`src/fram_port_pkg.sv`:
```
// Constants for the bytewide ferroelectric RAM controller.
// Assumes a 50 MHz system clock driving the controller.
package fram_port_pkg;
  localparam int ADDR_W = 13;
  localparam int DATA_W = 8;
  localparam int CLK_PERIOD_NS = 20;
  // Chip select active (access) time, least.
  localparam int CS_ACTIVE_NS = 70;
  localparam int CS_ACTIVE_CYC =
    (CS_ACTIVE_NS + CLK_PERIOD_NS - 1) / CLK_PERIOD_NS;
  // Least precharge time with chip select high.
  localparam int PRECHARGE_TIME_MIN_NS = 60;
  localparam int PRECHARGE_CYC =
    (PRECHARGE_TIME_MIN_NS + CLK_PERIOD_NS - 1) / CLK_PERIOD_NS;
  // Write strobe pulse width, least.
  localparam int WSTROBE_NS = 40;
  localparam int WSTROBE_CYC =
    (WSTROBE_NS + CLK_PERIOD_NS - 1) / CLK_PERIOD_NS;
  // Address hold after chip select falls, least.
  localparam int ADDR_HOLD_NS = 15;
  localparam int ADDR_HOLD_CYC =
    (ADDR_HOLD_NS + CLK_PERIOD_NS - 1) / CLK_PERIOD_NS;
  localparam int CNT_W = 4;
  // Bytes per endurance row.
  localparam int ROW_BYTES = 8;
  localparam int ROW_SHIFT = 3;
endpackage

```
`src/fram_port_host.sv`:
```
// Host controller that drives a bytewide ferroelectric RAM over its pins.
// Assumes pin inputs are synchronous to CLK and the memory keeps its own
// timing; the data bus level is resolved outside from the enables.
`timescale 1ns/1ns

module fram_port_host #(
  parameter int ACTIVE_CYC = fram_port_pkg::CS_ACTIVE_CYC,
  parameter int PRE_CYC = fram_port_pkg::PRECHARGE_CYC
) (
  // Clock and reset
  input wire logic CLK,
  input wire logic RST,
  // User request
  input wire logic REQ_VALID,
  input wire logic REQ_WRITE,
  input wire logic [fram_port_pkg::ADDR_W-1:0] REQ_ADDR,
  input wire logic [fram_port_pkg::DATA_W-1:0] REQ_WDATA,
  output logic REQ_READY,
  // User answer
  output logic RSP_VALID,
  output logic [fram_port_pkg::DATA_W-1:0] RSP_RDATA,
  output logic [fram_port_pkg::ADDR_W-fram_port_pkg::ROW_SHIFT-1:0] RSP_ROW,
  // Memory pins
  output logic MEM_CS_N,
  output logic MEM_WE_N,
  output logic MEM_OE_N,
  output logic [fram_port_pkg::ADDR_W-1:0] MEM_ADDR,
  output logic [fram_port_pkg::DATA_W-1:0] MEM_DQ_OUT,
  output logic MEM_DQ_OE,
  input wire logic [fram_port_pkg::DATA_W-1:0] MEM_DQ_IN
);

  typedef enum logic [3:0] {
    ST_IDLE = 4'h1,
    ST_SETUP = 4'h2,
    ST_ACTIVE = 4'h4,
    ST_PRE = 4'h8
  } state_e;

  state_e state;
  logic [fram_port_pkg::CNT_W-1:0] cnt;
  logic is_write;

  // --------------------------------------------------------------
  // Decoding
  // --------------------------------------------------------------
  // True in the last cycle of the access, when the answer is formed.
  function automatic logic access_end(input state_e s,
    input logic [fram_port_pkg::CNT_W-1:0] c);
    return (s == ST_ACTIVE) && (c == '0);
  endfunction

  // --------------------------------------------------------------
  // Sequencer
  // --------------------------------------------------------------
  // SETUP presents address and data one cycle ahead of the chip select
  // edge; the write strobe falls on that same edge, so the cycle is a write
  // from its start and the memory never turns its drivers on.
  always_ff @(posedge CLK or posedge RST) begin
    if (RST) begin
      state <= ST_IDLE;
      cnt <= '0;
      is_write <= 1'b0;
    end else begin
      case (state)
        ST_IDLE: begin
          if (REQ_VALID) begin
            state <= ST_SETUP;
            is_write <= REQ_WRITE;
          end
        end
        ST_SETUP: begin
          state <= ST_ACTIVE;
          cnt <= fram_port_pkg::CNT_W'(ACTIVE_CYC - 1);
        end
        ST_ACTIVE: begin
          // Same length for both kinds of access.
          if (cnt == '0) begin
            state <= ST_PRE;
            cnt <= fram_port_pkg::CNT_W'(PRE_CYC - 1);
          end else begin
            cnt <= cnt - 1'b1;
          end
        end
        ST_PRE: begin
          if (cnt == '0) begin
            state <= ST_IDLE;
          end else begin
            cnt <= cnt - 1'b1;
          end
        end
        default: begin
          state <= ST_IDLE;
        end
      endcase
    end
  end

  // --------------------------------------------------------------
  // Pin drive
  // --------------------------------------------------------------
  always_ff @(posedge CLK or posedge RST) begin
    if (RST) begin
      MEM_CS_N <= 1'b1;
      MEM_WE_N <= 1'b1;
      MEM_OE_N <= 1'b1;
    end else begin
      case (state)
        ST_SETUP: begin
          MEM_CS_N <= 1'b0;
          MEM_WE_N <= ~is_write;
          MEM_OE_N <= 1'b1;
        end
        ST_ACTIVE: begin
          MEM_CS_N <= (cnt == '0);
          // Strobe rises together with chip select at the end.
          MEM_WE_N <= (cnt == '0) | ~is_write;
          MEM_OE_N <= is_write | (cnt == '0);
        end
        default: begin
          MEM_CS_N <= 1'b1;
          MEM_WE_N <= 1'b1;
          MEM_OE_N <= 1'b1;
        end
      endcase
    end
  end

  // Address and data load in IDLE and stay until the next request. Holding
  // them across the whole cycle covers address hold and data hold at once.
  always_ff @(posedge CLK or posedge RST) begin
    if (RST) begin
      MEM_ADDR <= '0;
      MEM_DQ_OUT <= '0;
      MEM_DQ_OE <= 1'b0;
    end else begin
      if (state == ST_IDLE && REQ_VALID) begin
        MEM_ADDR <= REQ_ADDR;
        MEM_DQ_OUT <= REQ_WDATA;
        MEM_DQ_OE <= REQ_WRITE;
      end else if (state == ST_PRE) begin
        MEM_DQ_OE <= 1'b0;
      end
    end
  end

  // --------------------------------------------------------------
  // User side
  // --------------------------------------------------------------
  always_ff @(posedge CLK or posedge RST) begin
    if (RST) begin
      REQ_READY <= 1'b0;
      RSP_VALID <= 1'b0;
      RSP_RDATA <= '0;
      RSP_ROW <= '0;
    end else begin
      REQ_READY <= (state == ST_PRE && cnt == '0);
      RSP_VALID <= access_end(state, cnt);
      if (access_end(state, cnt)) begin
        // Data is valid after the full access time.
        if (!is_write) begin
          RSP_RDATA <= MEM_DQ_IN;
        end
        RSP_ROW <= MEM_ADDR[fram_port_pkg::ADDR_W-1:fram_port_pkg::ROW_SHIFT];
      end
    end
  end

  // --------------------------------------------------------------
  // Checks
  // --------------------------------------------------------------
  a_pre_length: assert property (
    @(posedge CLK) disable iff (RST)
    $rose(MEM_CS_N) |-> MEM_CS_N [*3])
    else $error("precharge too short");
  a_active_len: assert property (
    @(posedge CLK) disable iff (RST)
    $fell(MEM_CS_N) |-> !MEM_CS_N [*4] ##1 MEM_CS_N)
    else $error("chip select low time wrong");
  a_addr_stable: assert property (
    @(posedge CLK) disable iff (RST)
    !MEM_CS_N |-> $stable(MEM_ADDR))
    else $error("address moved in cycle");
  a_oe_write: assert property (
    @(posedge CLK) disable iff (RST)
    !MEM_WE_N |-> MEM_OE_N)
    else $error("output enable low during write");
  a_we_before_cs: assert property (
    @(posedge CLK) disable iff (RST)
    $fell(MEM_CS_N) && MEM_DQ_OE |-> !MEM_WE_N)
    else $error("strobe not low at chip select edge");
  a_we_end: assert property (
    @(posedge CLK) disable iff (RST)
    MEM_CS_N |-> MEM_WE_N)
    else $error("strobe low outside chip select");
  a_data_hold: assert property (
    @(posedge CLK) disable iff (RST)
    !MEM_WE_N |-> MEM_DQ_OE && $stable(MEM_DQ_OUT))
    else $error("write data not held");
  a_rsp_timing: assert property (
    @(posedge CLK) disable iff (RST)
    $fell(MEM_CS_N) |-> ##4 RSP_VALID)
    else $error("answer not at end of access");
  a_ready_after: assert property (
    @(posedge CLK) disable iff (RST)
    RSP_VALID |-> ##3 REQ_READY)
    else $error("ready not after precharge");
  // The host must never drive the bus while the memory may drive it.
  a_no_contention: assert property (
    @(posedge CLK) disable iff (RST)
    MEM_DQ_OE |-> MEM_OE_N)
    else $error("data driven while output enabled");
  a_read_strobe: assert property (
    @(posedge CLK) disable iff (RST)
    $fell(MEM_CS_N) && !MEM_DQ_OE |-> MEM_WE_N [*4])
    else $error("strobe low during read");
  a_row_match: assert property (
    @(posedge CLK) disable iff (RST)
    RSP_VALID |-> RSP_ROW ==
      MEM_ADDR[fram_port_pkg::ADDR_W-1:fram_port_pkg::ROW_SHIFT])
    else $error("row index not of this access");
endmodule

```
`config.mk`:
```
export PLATFORM = sky130hd
export DESIGN_NAME = fram_port_host
export DESIGN_NICKNAME = d
export VERILOG_FILES = /design/src/fram_port_pkg.sv /design/src/fram_port_host.sv
export SDC_FILE = /design/constraint.sdc
export NUM_CORES = 1
export LEC_CHECK = 0
export BUFFER_PORTS_ARGS = -buffer_cell sky130_fd_sc_hd__buf_2
export CAP_MARGIN = 20
export CORE_UTILIZATION = 54
export DETAILED_ROUTE_END_ITERATION = 12
export GPL_TIMING_DRIVEN = 1
export PLACE_DENSITY = 0.85
export RECOVER_POWER = 25
export SLEW_MARGIN = 20
export SYNTH_ARGS = -nofsm -noshare
export SYNTH_HDL_FRONTEND = slang
export SYNTH_SLANG_ARGS = --single-unit
export TNS_END_PERCENT = 30
```
`constraint.sdc`:
```
create_clock -name CLK -period 4.3 [get_ports CLK]
set_clock_uncertainty 0.1 [all_clocks]
set_input_delay 0.215 -clock CLK [delete_from_list [all_inputs] [get_ports CLK]]
set_output_delay 0.215 -clock CLK [all_outputs]
set_load 0.05 [all_outputs]
```
==> flow_summary.json, run 1 <==
{
  "gp_congestion": 0.922,
  "power_leakage_nw": 1.63,
  "fin_crit_sh_pct": 54.4,
  "root_buffer": "clkbuf_8",
  "ctsResizeCount": 0,
  "cp_slowest_stage_delay_ps": 660,
  "setup_tns_ps": 0,
  "hold_violations": 0,
  "drt_iter0_drc": 148,
  "cts_hold_buf": 12,
  "worstReg2RegEnd": "MEM_DQ_OE",
  "firstDrtPassIters": 5,
  "clk_pin_slew_worst_paths_ps": 100,
  "place_hpwl_mm": 3.23,
  "overflow": 0,
  "path_cells": "nand3b_1, or3_1, inv_2, nand2_1, o21ai_0",
  "die_w_um": 67.8,
  "crit_buf_inv": 1,
  "vdd_drop_max_uv": 460,
  "grt_setup_unrepaired": "no",
  "slew_viol_final": 55,
  "die_y_um": 67.8,
  "outcome": "finished, violations left",
  "reg2reg_slack_ps": 1960,
  "end_kind": "flop",
  "htreeDepth": 2,
  "num_io_pins": 78,
  "path_class": "flop to flop",
  "hp-start": "REQ_WDATA[5]",
  "critPathTopFamily": "simple AND/OR/NAND/NOR gates",
  "tightest_slew_ps": 2200,
  "row_count": 23,
  "antenna_found_initial": 0,
  "crit_path_top_delay_cell": "or3_1",
  "min_period_ps": 2340,
  "final_nets": 342,
  "portBuffers": 77,
  "reg2reg_from": "state[1]",
  "async_reset_ff_share_pct": 100,
  "die-area_sq_um": 4600,
  "vias": 1889,
  "area_growth_pct": 27.3,
  "required_ps": 4420,
  "hp-class": "input pin to flop",
  "clock-sinks": 54,
  "diodes": 0,
  "cts_buffers": 5,
  "fill_cells": 280,
  "power_mw": 2.03,
  "initial_core_util_pct": 57.2,
  "cts_tree": "built",
  "drc": 0,
  "drv_cap": 1,
  "setup_slack_ps": 1960,
  "synth_cells": 222,
  "synth_edf_count": 0,
  "yosysWarningCount": 0,
  "ys_seq_elements": 54,
  "start_kind": "flop",
  "post-route-util_pct": 72.9,
  "wl_per_cell_um": 14.0,
  "place_ws_ps": 2080,
  "vias_per_cell": 5.26,
  "wirelength_mm": 5.03,
  "critPathArrivalTime_ps": 2450,
  "synth_area_sq_um": 2340,
  "coreArea_sq_um": 4090,
  "synth_flop_cell": "dfrtp_1",
  "grt_pass1_wl_mm": 7.95,
  "drive_gt1_share_pct": 37.2,
  "ys_types": 39,
  "cts_setup_buffers": 0,
  "ys_seq_area_share_pct": 58.0,
  "violations": "capacitance limit, slew limit",
  "grt_use_total_pct": 23.5,
  "syn-num-nets": 256,
  "cts_buffer_depth": 2,
  "fmax_ghz": 0.428,
  "avgSynthCellArea_sq_um": 10.5,
  "hold_path_end": "MEM_DQ_OUT[5]",
  "powerDensity_nw_per_um2": 680,
  "drtAntennaViolNets": 0,
  "hold_depth": 3,
  "max_slew_margin_pct": -47.5,
  "grt_pass1_vias": 1676,
  "crit_fanout": 24,
  "reg2reg_depth": 5,
  "clkLatencyLatePin_ps": 300,
  "finalSetupViolCount": 0,
  "grt_max_degree": 55
}
[how the worst max path moves through the flow]
stage / start / endpoint / slack, ps / cells after the start
4_1_cts: state[1] / MEM_DQ_OE / 2050 / 4
5_1_grt: state[1] / MEM_DQ_OE / 1790 / 5
3_3_place_gp: state[1] / MEM_DQ_OE / 2130 / 4
2_1_floorplan: cnt[0] / RSP_ROW[0] / 2320 / 7
3_5_place_dp: state[1] / MEM_DQ_OE / 2080 / 4
6_report: state[1] / MEM_DQ_OE / 1960 / 5
[cells in the final DEF (no fill, tap or decap), types with 2 or more instances in the layout]
cell type,netlist,routed
inv_1,8,7
dfstp_2,4,4
nand3b_1,2,2
nor3_1,3,3
or3_1,2,2
dfrtp_1,50,50
nand2_1,73,73
o21ai_0,5,5
dlygate4sd3_1,0,13
o32ai_1,3,3
mux2_2,9,9
a21oi_1,6,6
buf_2,4,77
o211ai_1,2,2
nand2b_1,4,4
nand3_1,2,2
mux2_4,9,9
nor2_1,6,6
clkbuf_8,0,6
nor2b_1,4,4
[power breakdown]
group	internal (mW)	switching (mW)
clock	0.192	0.165
sequential	0.655	0.129
combinational	0.219	0.666
total	1.07	0.960
[per-stage QoR]
stage,instances,cell area (sq um),hold WS [ps]
after global routing,359,2980,11.4
after detailed placement,338,2730,307
after CTS,358,2970,2.41
final,359,2980,8.89
after global placement,338,2730,308
after floorplan,222,2340,220
[cells by family (layout without fill, tap and decap cells)]
| group | Yosys count | after routing | synth area share, % |
|---|---|---|---|
| DFF | 54 | 54 | 58.0 |
| buffers and inverters | 20 | 107 | 4.07 |
| muxes | 18 | 18 | 10.1 |
| and+or+nand+nor | 108 | 108 | 21.3 |
| AOI/OAI and AO/OA | 20 | 20 | 5.56 |
| xor gates and xnor gates | 1 | 1 | 0.375 |
| adders and majority gates | 1 | 1 | 0.535 |
[tightest hold or removal path, stage by stage]
cell,delay [ps]
buf_2,80
nand2_1,40
nand2_1,50
[Yosys cell counts (2+ instances only)]
master | count | area [sq um]
a21oi_1 | 6 | 30.0
buf_2 | 4 | 20.0
buf_6 | 2 | 22.5
clkbuf_1 | 5 | 18.8
dfrtp_1 | 50 | 1250
dfstp_2 | 4 | 105
inv_1 | 8 | 30.0
mux2_2 | 9 | 101
mux2_4 | 9 | 135
nand2_1 | 73 | 274
nand2b_1 | 4 | 25.0
nand3_1 | 2 | 10.0
nand3b_1 | 2 | 15.0
nor2_1 | 6 | 22.5
nor2b_1 | 4 | 25.0
nor3_1 | 3 | 15.0
o211ai_1 | 2 | 15.0
o21ai_0 | 5 | 25.0
o32ai_1 | 3 | 26.3
or3_1 | 2 | 12.5
[layer usage]
| metal | vias up | track usage [%] | wire, um |
|---|---|---|---|
| met4 | 0 | 6.25 | 41 |
| met1 | 921 | 31.9 | 2130 |
| met3 | 4 | 4.56 | 269 |
| met5 | - | 0 | 0 |
| met2 | 67 | 38.6 | 2580 |
| li1 | 897 | - | - |
[state kept, by name, indices dropped and copies added, names as in the netlist]
name	cells
state	4
MEM_ADDR	13
RSP_VALID	1
MEM_DQ_OE	1
MEM_CS_N	1
REQ_READY	1
is_write	1
MEM_WE_N	1
MEM_DQ_OUT	8
MEM_OE_N	1
RSP_ROW	10
cnt	4
RSP_RDATA	8
[layout make-up]
type	instances	area (sq um)	share of cell area, %
Sequential cell	54	1360	45.5
Multi-Input combinational cell	148	887	29.8
Timing Repair Buffer	90	515	17.3
Clock buffer	6	82.6	2.77
Tap cell	50	62.6	2.10
Clock inverter	2	38.8	1.30
Inverter	9	35.0	1.18
(Power assumes the default switching activity.)
==> run 2, diff against run 1 <==
--- a/config.mk
+++ b/config.mk
@@ -5,12 +5,13 @@
 export SDC_FILE = /design/constraint.sdc
 export NUM_CORES = 1
 export LEC_CHECK = 0
+export ABC_AREA = 1
 export BUFFER_PORTS_ARGS = -buffer_cell sky130_fd_sc_hd__buf_2
 export CAP_MARGIN = 20
-export CORE_UTILIZATION = 54
+export CORE_UTILIZATION = 45
 export DETAILED_ROUTE_END_ITERATION = 12
 export GPL_TIMING_DRIVEN = 1
-export PLACE_DENSITY = 0.85
+export PLACE_DENSITY = 0.76
 export RECOVER_POWER = 25
 export SLEW_MARGIN = 20
 export SYNTH_ARGS = -nofsm -noshare
==> constraint.sdc (replaced) <==
create_clock -name CLK -period 2.1 [get_ports CLK]
set_clock_uncertainty 0.1 [all_clocks]
set_input_delay 0.105 -clock CLK [delete_from_list [all_inputs] [get_ports CLK]]
set_output_delay 0.105 -clock CLK [all_outputs]
set_load 0.05 [all_outputs]
==> run 2 against run 1 <==
  * The run now ends clean
  * Highest routed layer unchanged
  * Synthesized cell count is 8.6% higher
  * Fmax increased by 41%
  * Non-clock buffer count rose by 24
  * Area after synthesis fell by 1.7%
  * First-iteration DRC count decreased by 27%
  * Final cell count is 17% higher
  * Sequential share of layout area is 2.6 points lower
  * Die area is 17% higher
  * Register-to-register slack got worse by 1500 ps
  * Critical path depth grew 3
==> flow_summary.json, run 2 <==
{
  "m1WireLength_mm": 2.13,
  "tightest_slew_ps": 413,
  "synth_flop_cell": "dfrtp_1",
  "fin_crit_sh_pct": 79.2,
  "fill_cells": 411,
  "avgSynthCellArea_sq_um": 9.54,
  "yosys.area.top_type_share_pct": 54.4,
  "cts_setup_buffers": 0,
  "start_kind": "flop",
  "multi_input_area_sq_um": 767,
  "slew_viol_final": 0,
  "worstReg2RegEnd": "RSP_ROW[5]",
  "initial_core_util_pct": 47.7,
  "seqCellArea_sq_um": 1360,
  "cts_buffer_depth": 2,
  "grt_max_degree": 55,
  "switching_power_mw": 2.57,
  "power.share.clock_pct": 12.1,
  "highest_layer": "met4",
  "die_y_um": 73.5,
  "vias_per_cell": 4.67,
  "num_io_pins": 78,
  "drive_gt1_share_pct": 35.9,
  "cts_tree": "built",
  "final_cell_mix": "buf_2, nand2_1, dfrtp_1",
  "drtAntennaViolNets": 0,
  "synthTopCellsByArea": "dfrtp_1, nand2_1, o21ai_0",
  "post-route-util_pct": 65.5,
  "clkLatencyLatePin_ps": 310,
  "fin_cells": 421,
  "gp_congestion": 0.836,
  "area_growth_pct": 37.2,
  "wirelength_mm": 5.18,
  "wl_met2_mm": 2.73,
  "cp-startpoint": "cnt[0]",
  "drc": 0,
  "seqPwrFrac_pct": 34.7,
  "netlist_top_cells_count": "nand2_1, dfrtp_1, o21ai_0",
  "fmax_ghz": 0.602,
  "top_regs": "MEM_ADDR (13), RSP_ROW (10)",
  "drt_iter0_drc": 108,
  "yosysWarningCount": 0,
  "yosysTopAreaCell": "dfrtp_1",
  "place_area_sq_um": 2740,
  "overflow": 0,
  "syn-num-nets": 275,
  "coreArea_sq_um": 4820,
  "setup_slack_ps": 438,
  "power_leakage_nw": 1.65,
  "internal_power_mw": 2.33,
  "critPathArrivalTime_ps": 1800,
  "finalSetupViolCount": 0,
  "drv_cap": 0,
  "crit_fanout": 16,
  "whs_ps": 313,
  "diodes": 0,
  "synth_cells": 241,
  "reg2reg_depth": 8,
  "row_count": 25,
  "layout_commonest_cell": "buf_2",
  "place_hpwl_mm": 3.20,
  "reg2reg_from": "cnt[0]",
  "hp-class": "flop to flop",
  "regMostFlops": "MEM_ADDR",
  "htreeDepth": 2,
  "ys_seq_area_share_pct": 59.0,
  "synth_most_common_cell": "nand2_1",
  "vias": 1964,
  "dr_wl_met3_um": 202,
  "powerDensity_nw_per_um2": 1550,
  "largest_register_ffs": 13,
  "outcome": "finished clean",
  "cts_buffers": 5,
  "wl_per_cell_um": 12.3,
  "required_ps": 2240,
  "setup_tns_ps": 0,
  "power_mw": 4.90,
  "final_nets": 387,
  "max_slew_margin_pct": 72.4,
  "end_kind": "flop",
  "crit_end": "RSP_ROW[5]",
  "grt_pass1_wl_mm": 8.62,
  "antenna_found_initial": 0,
  "path_class": "flop to flop",
  "vdd_drop_max_uv": 816,
  "place_ws_ps": 434,
  "place_inst": 381,
  "swShare_pct": 52.5,
  "hp-start": "is_write",
  "final_area_sq_um": 3160,
  "min_period_ps": 1660,
  "grt_use_total_pct": 21.3,
  "ys_seq_elements": 54,
  "die-area_sq_um": 5400,
  "synth_edf_count": 0,
  "synth_area_sq_um": 2300,
  "clk_pin_slew_worst_paths_ps": 100,
  "die_w_um": 73.5,
  "reg2reg_slack_ps": 440,
  "firstDrtPassIters": 4,
  "async_reset_ff_share_pct": 100,
  "p_comb_share_pct": 53.2,
  "grt_setup_unrepaired": "no",
  "clock-sinks": 54,
  "grt_pass1_vias": 1899,
  "hold_violations": 0,
  "root_buffer": "clkbuf_8",
  "portBuffers": 77,
  "ys_types": 23
}
run 2: changes by cell type after synthesis, moves of 9 or more:
| cell | before | now |
|---|---|---|
| mux2_4 | 9 | 0 |
| o21ai_0 | 5 | 24 |
| inv_1 | 8 | 22 |
| o21ai_2 | 0 | 10 |
| nand3_1 | 2 | 16 |
| nand2_2 | 1 | 13 |
| mux2_2 | 9 | 0 |
run 2: critical path, stage by stage, from the launching register on:
cell and delay, ps:
dfrtp_1 350, inv_1 80, ha_1 240, nand2_2 140, nor2_4 60, inv_2 270
buf_4 240, nand2_2 60, o21ai_2 50
run 2: per-layer routing:
metal	global-route usage, %	vias to the layer above
li1	-	980
met1	27.2	921
met2	35.2	52
met3	4.39	11
met4	9.19	0
met5	0	-
run 2: cell families (layout without fill, tap and decap cells):
group,after synthesis,count (layout),share of synthesized area [%]
fa+ha+maj,1,1,0.544
simple gates,112,112,22.5
buf+inv,35,148,7.67
flops,54,54,59.0
xor+xnor,1,1,0.381
compound gates,38,38,9.96
run 2: timing repair:
action,4_1_cts,5_1_grt
gates resized for setup,0,0
endpoints found under the hold margin,83,0
hold buffers,32,0
run 2: final cells by class:
| cell class | count | share of cell area, % |
|---|---|---|
| tap | 67 | 2.66 |
| clock inverter | 2 | 0.397 |
| sequential | 54 | 43.0 |
| clock buffer | 6 | 2.62 |
| timing repair buffer | 114 | 23.9 |
| inverter | 26 | 3.09 |
| multi-input combinational | 152 | 24.3 |
run 2: power by group through the flow:
stage | clock [mW] | combinational (mW) | sequential, mW
6_report | 0.595 | 2.61 | 1.70
5_1_grt | 0.658 | 2.80 | 1.75
4_1_cts | 0.609 | 2.62 | 1.70
3_5_place_dp | 0 | 2.56 | 1.71
3_3_place_gp | 0 | 2.53 | 1.71
2_1_floorplan | 0 | 0.794 | 2.94
run 2: worst min path at each step:
| stage | end | slack [ps] | depth (start not counted) |
|---|---|---|---|
| final | MEM_WE_N | 310 | 1 |
| after CTS | MEM_ADDR[3] | 290 | 4 |
| after global placement | MEM_ADDR[6] | 70 | 3 |
| after global routing | MEM_WE_N | 320 | 1 |
| after detailed placement | MEM_ADDR[6] | 80 | 3 |
| after floorplan | state[0] | 80 | 1 |
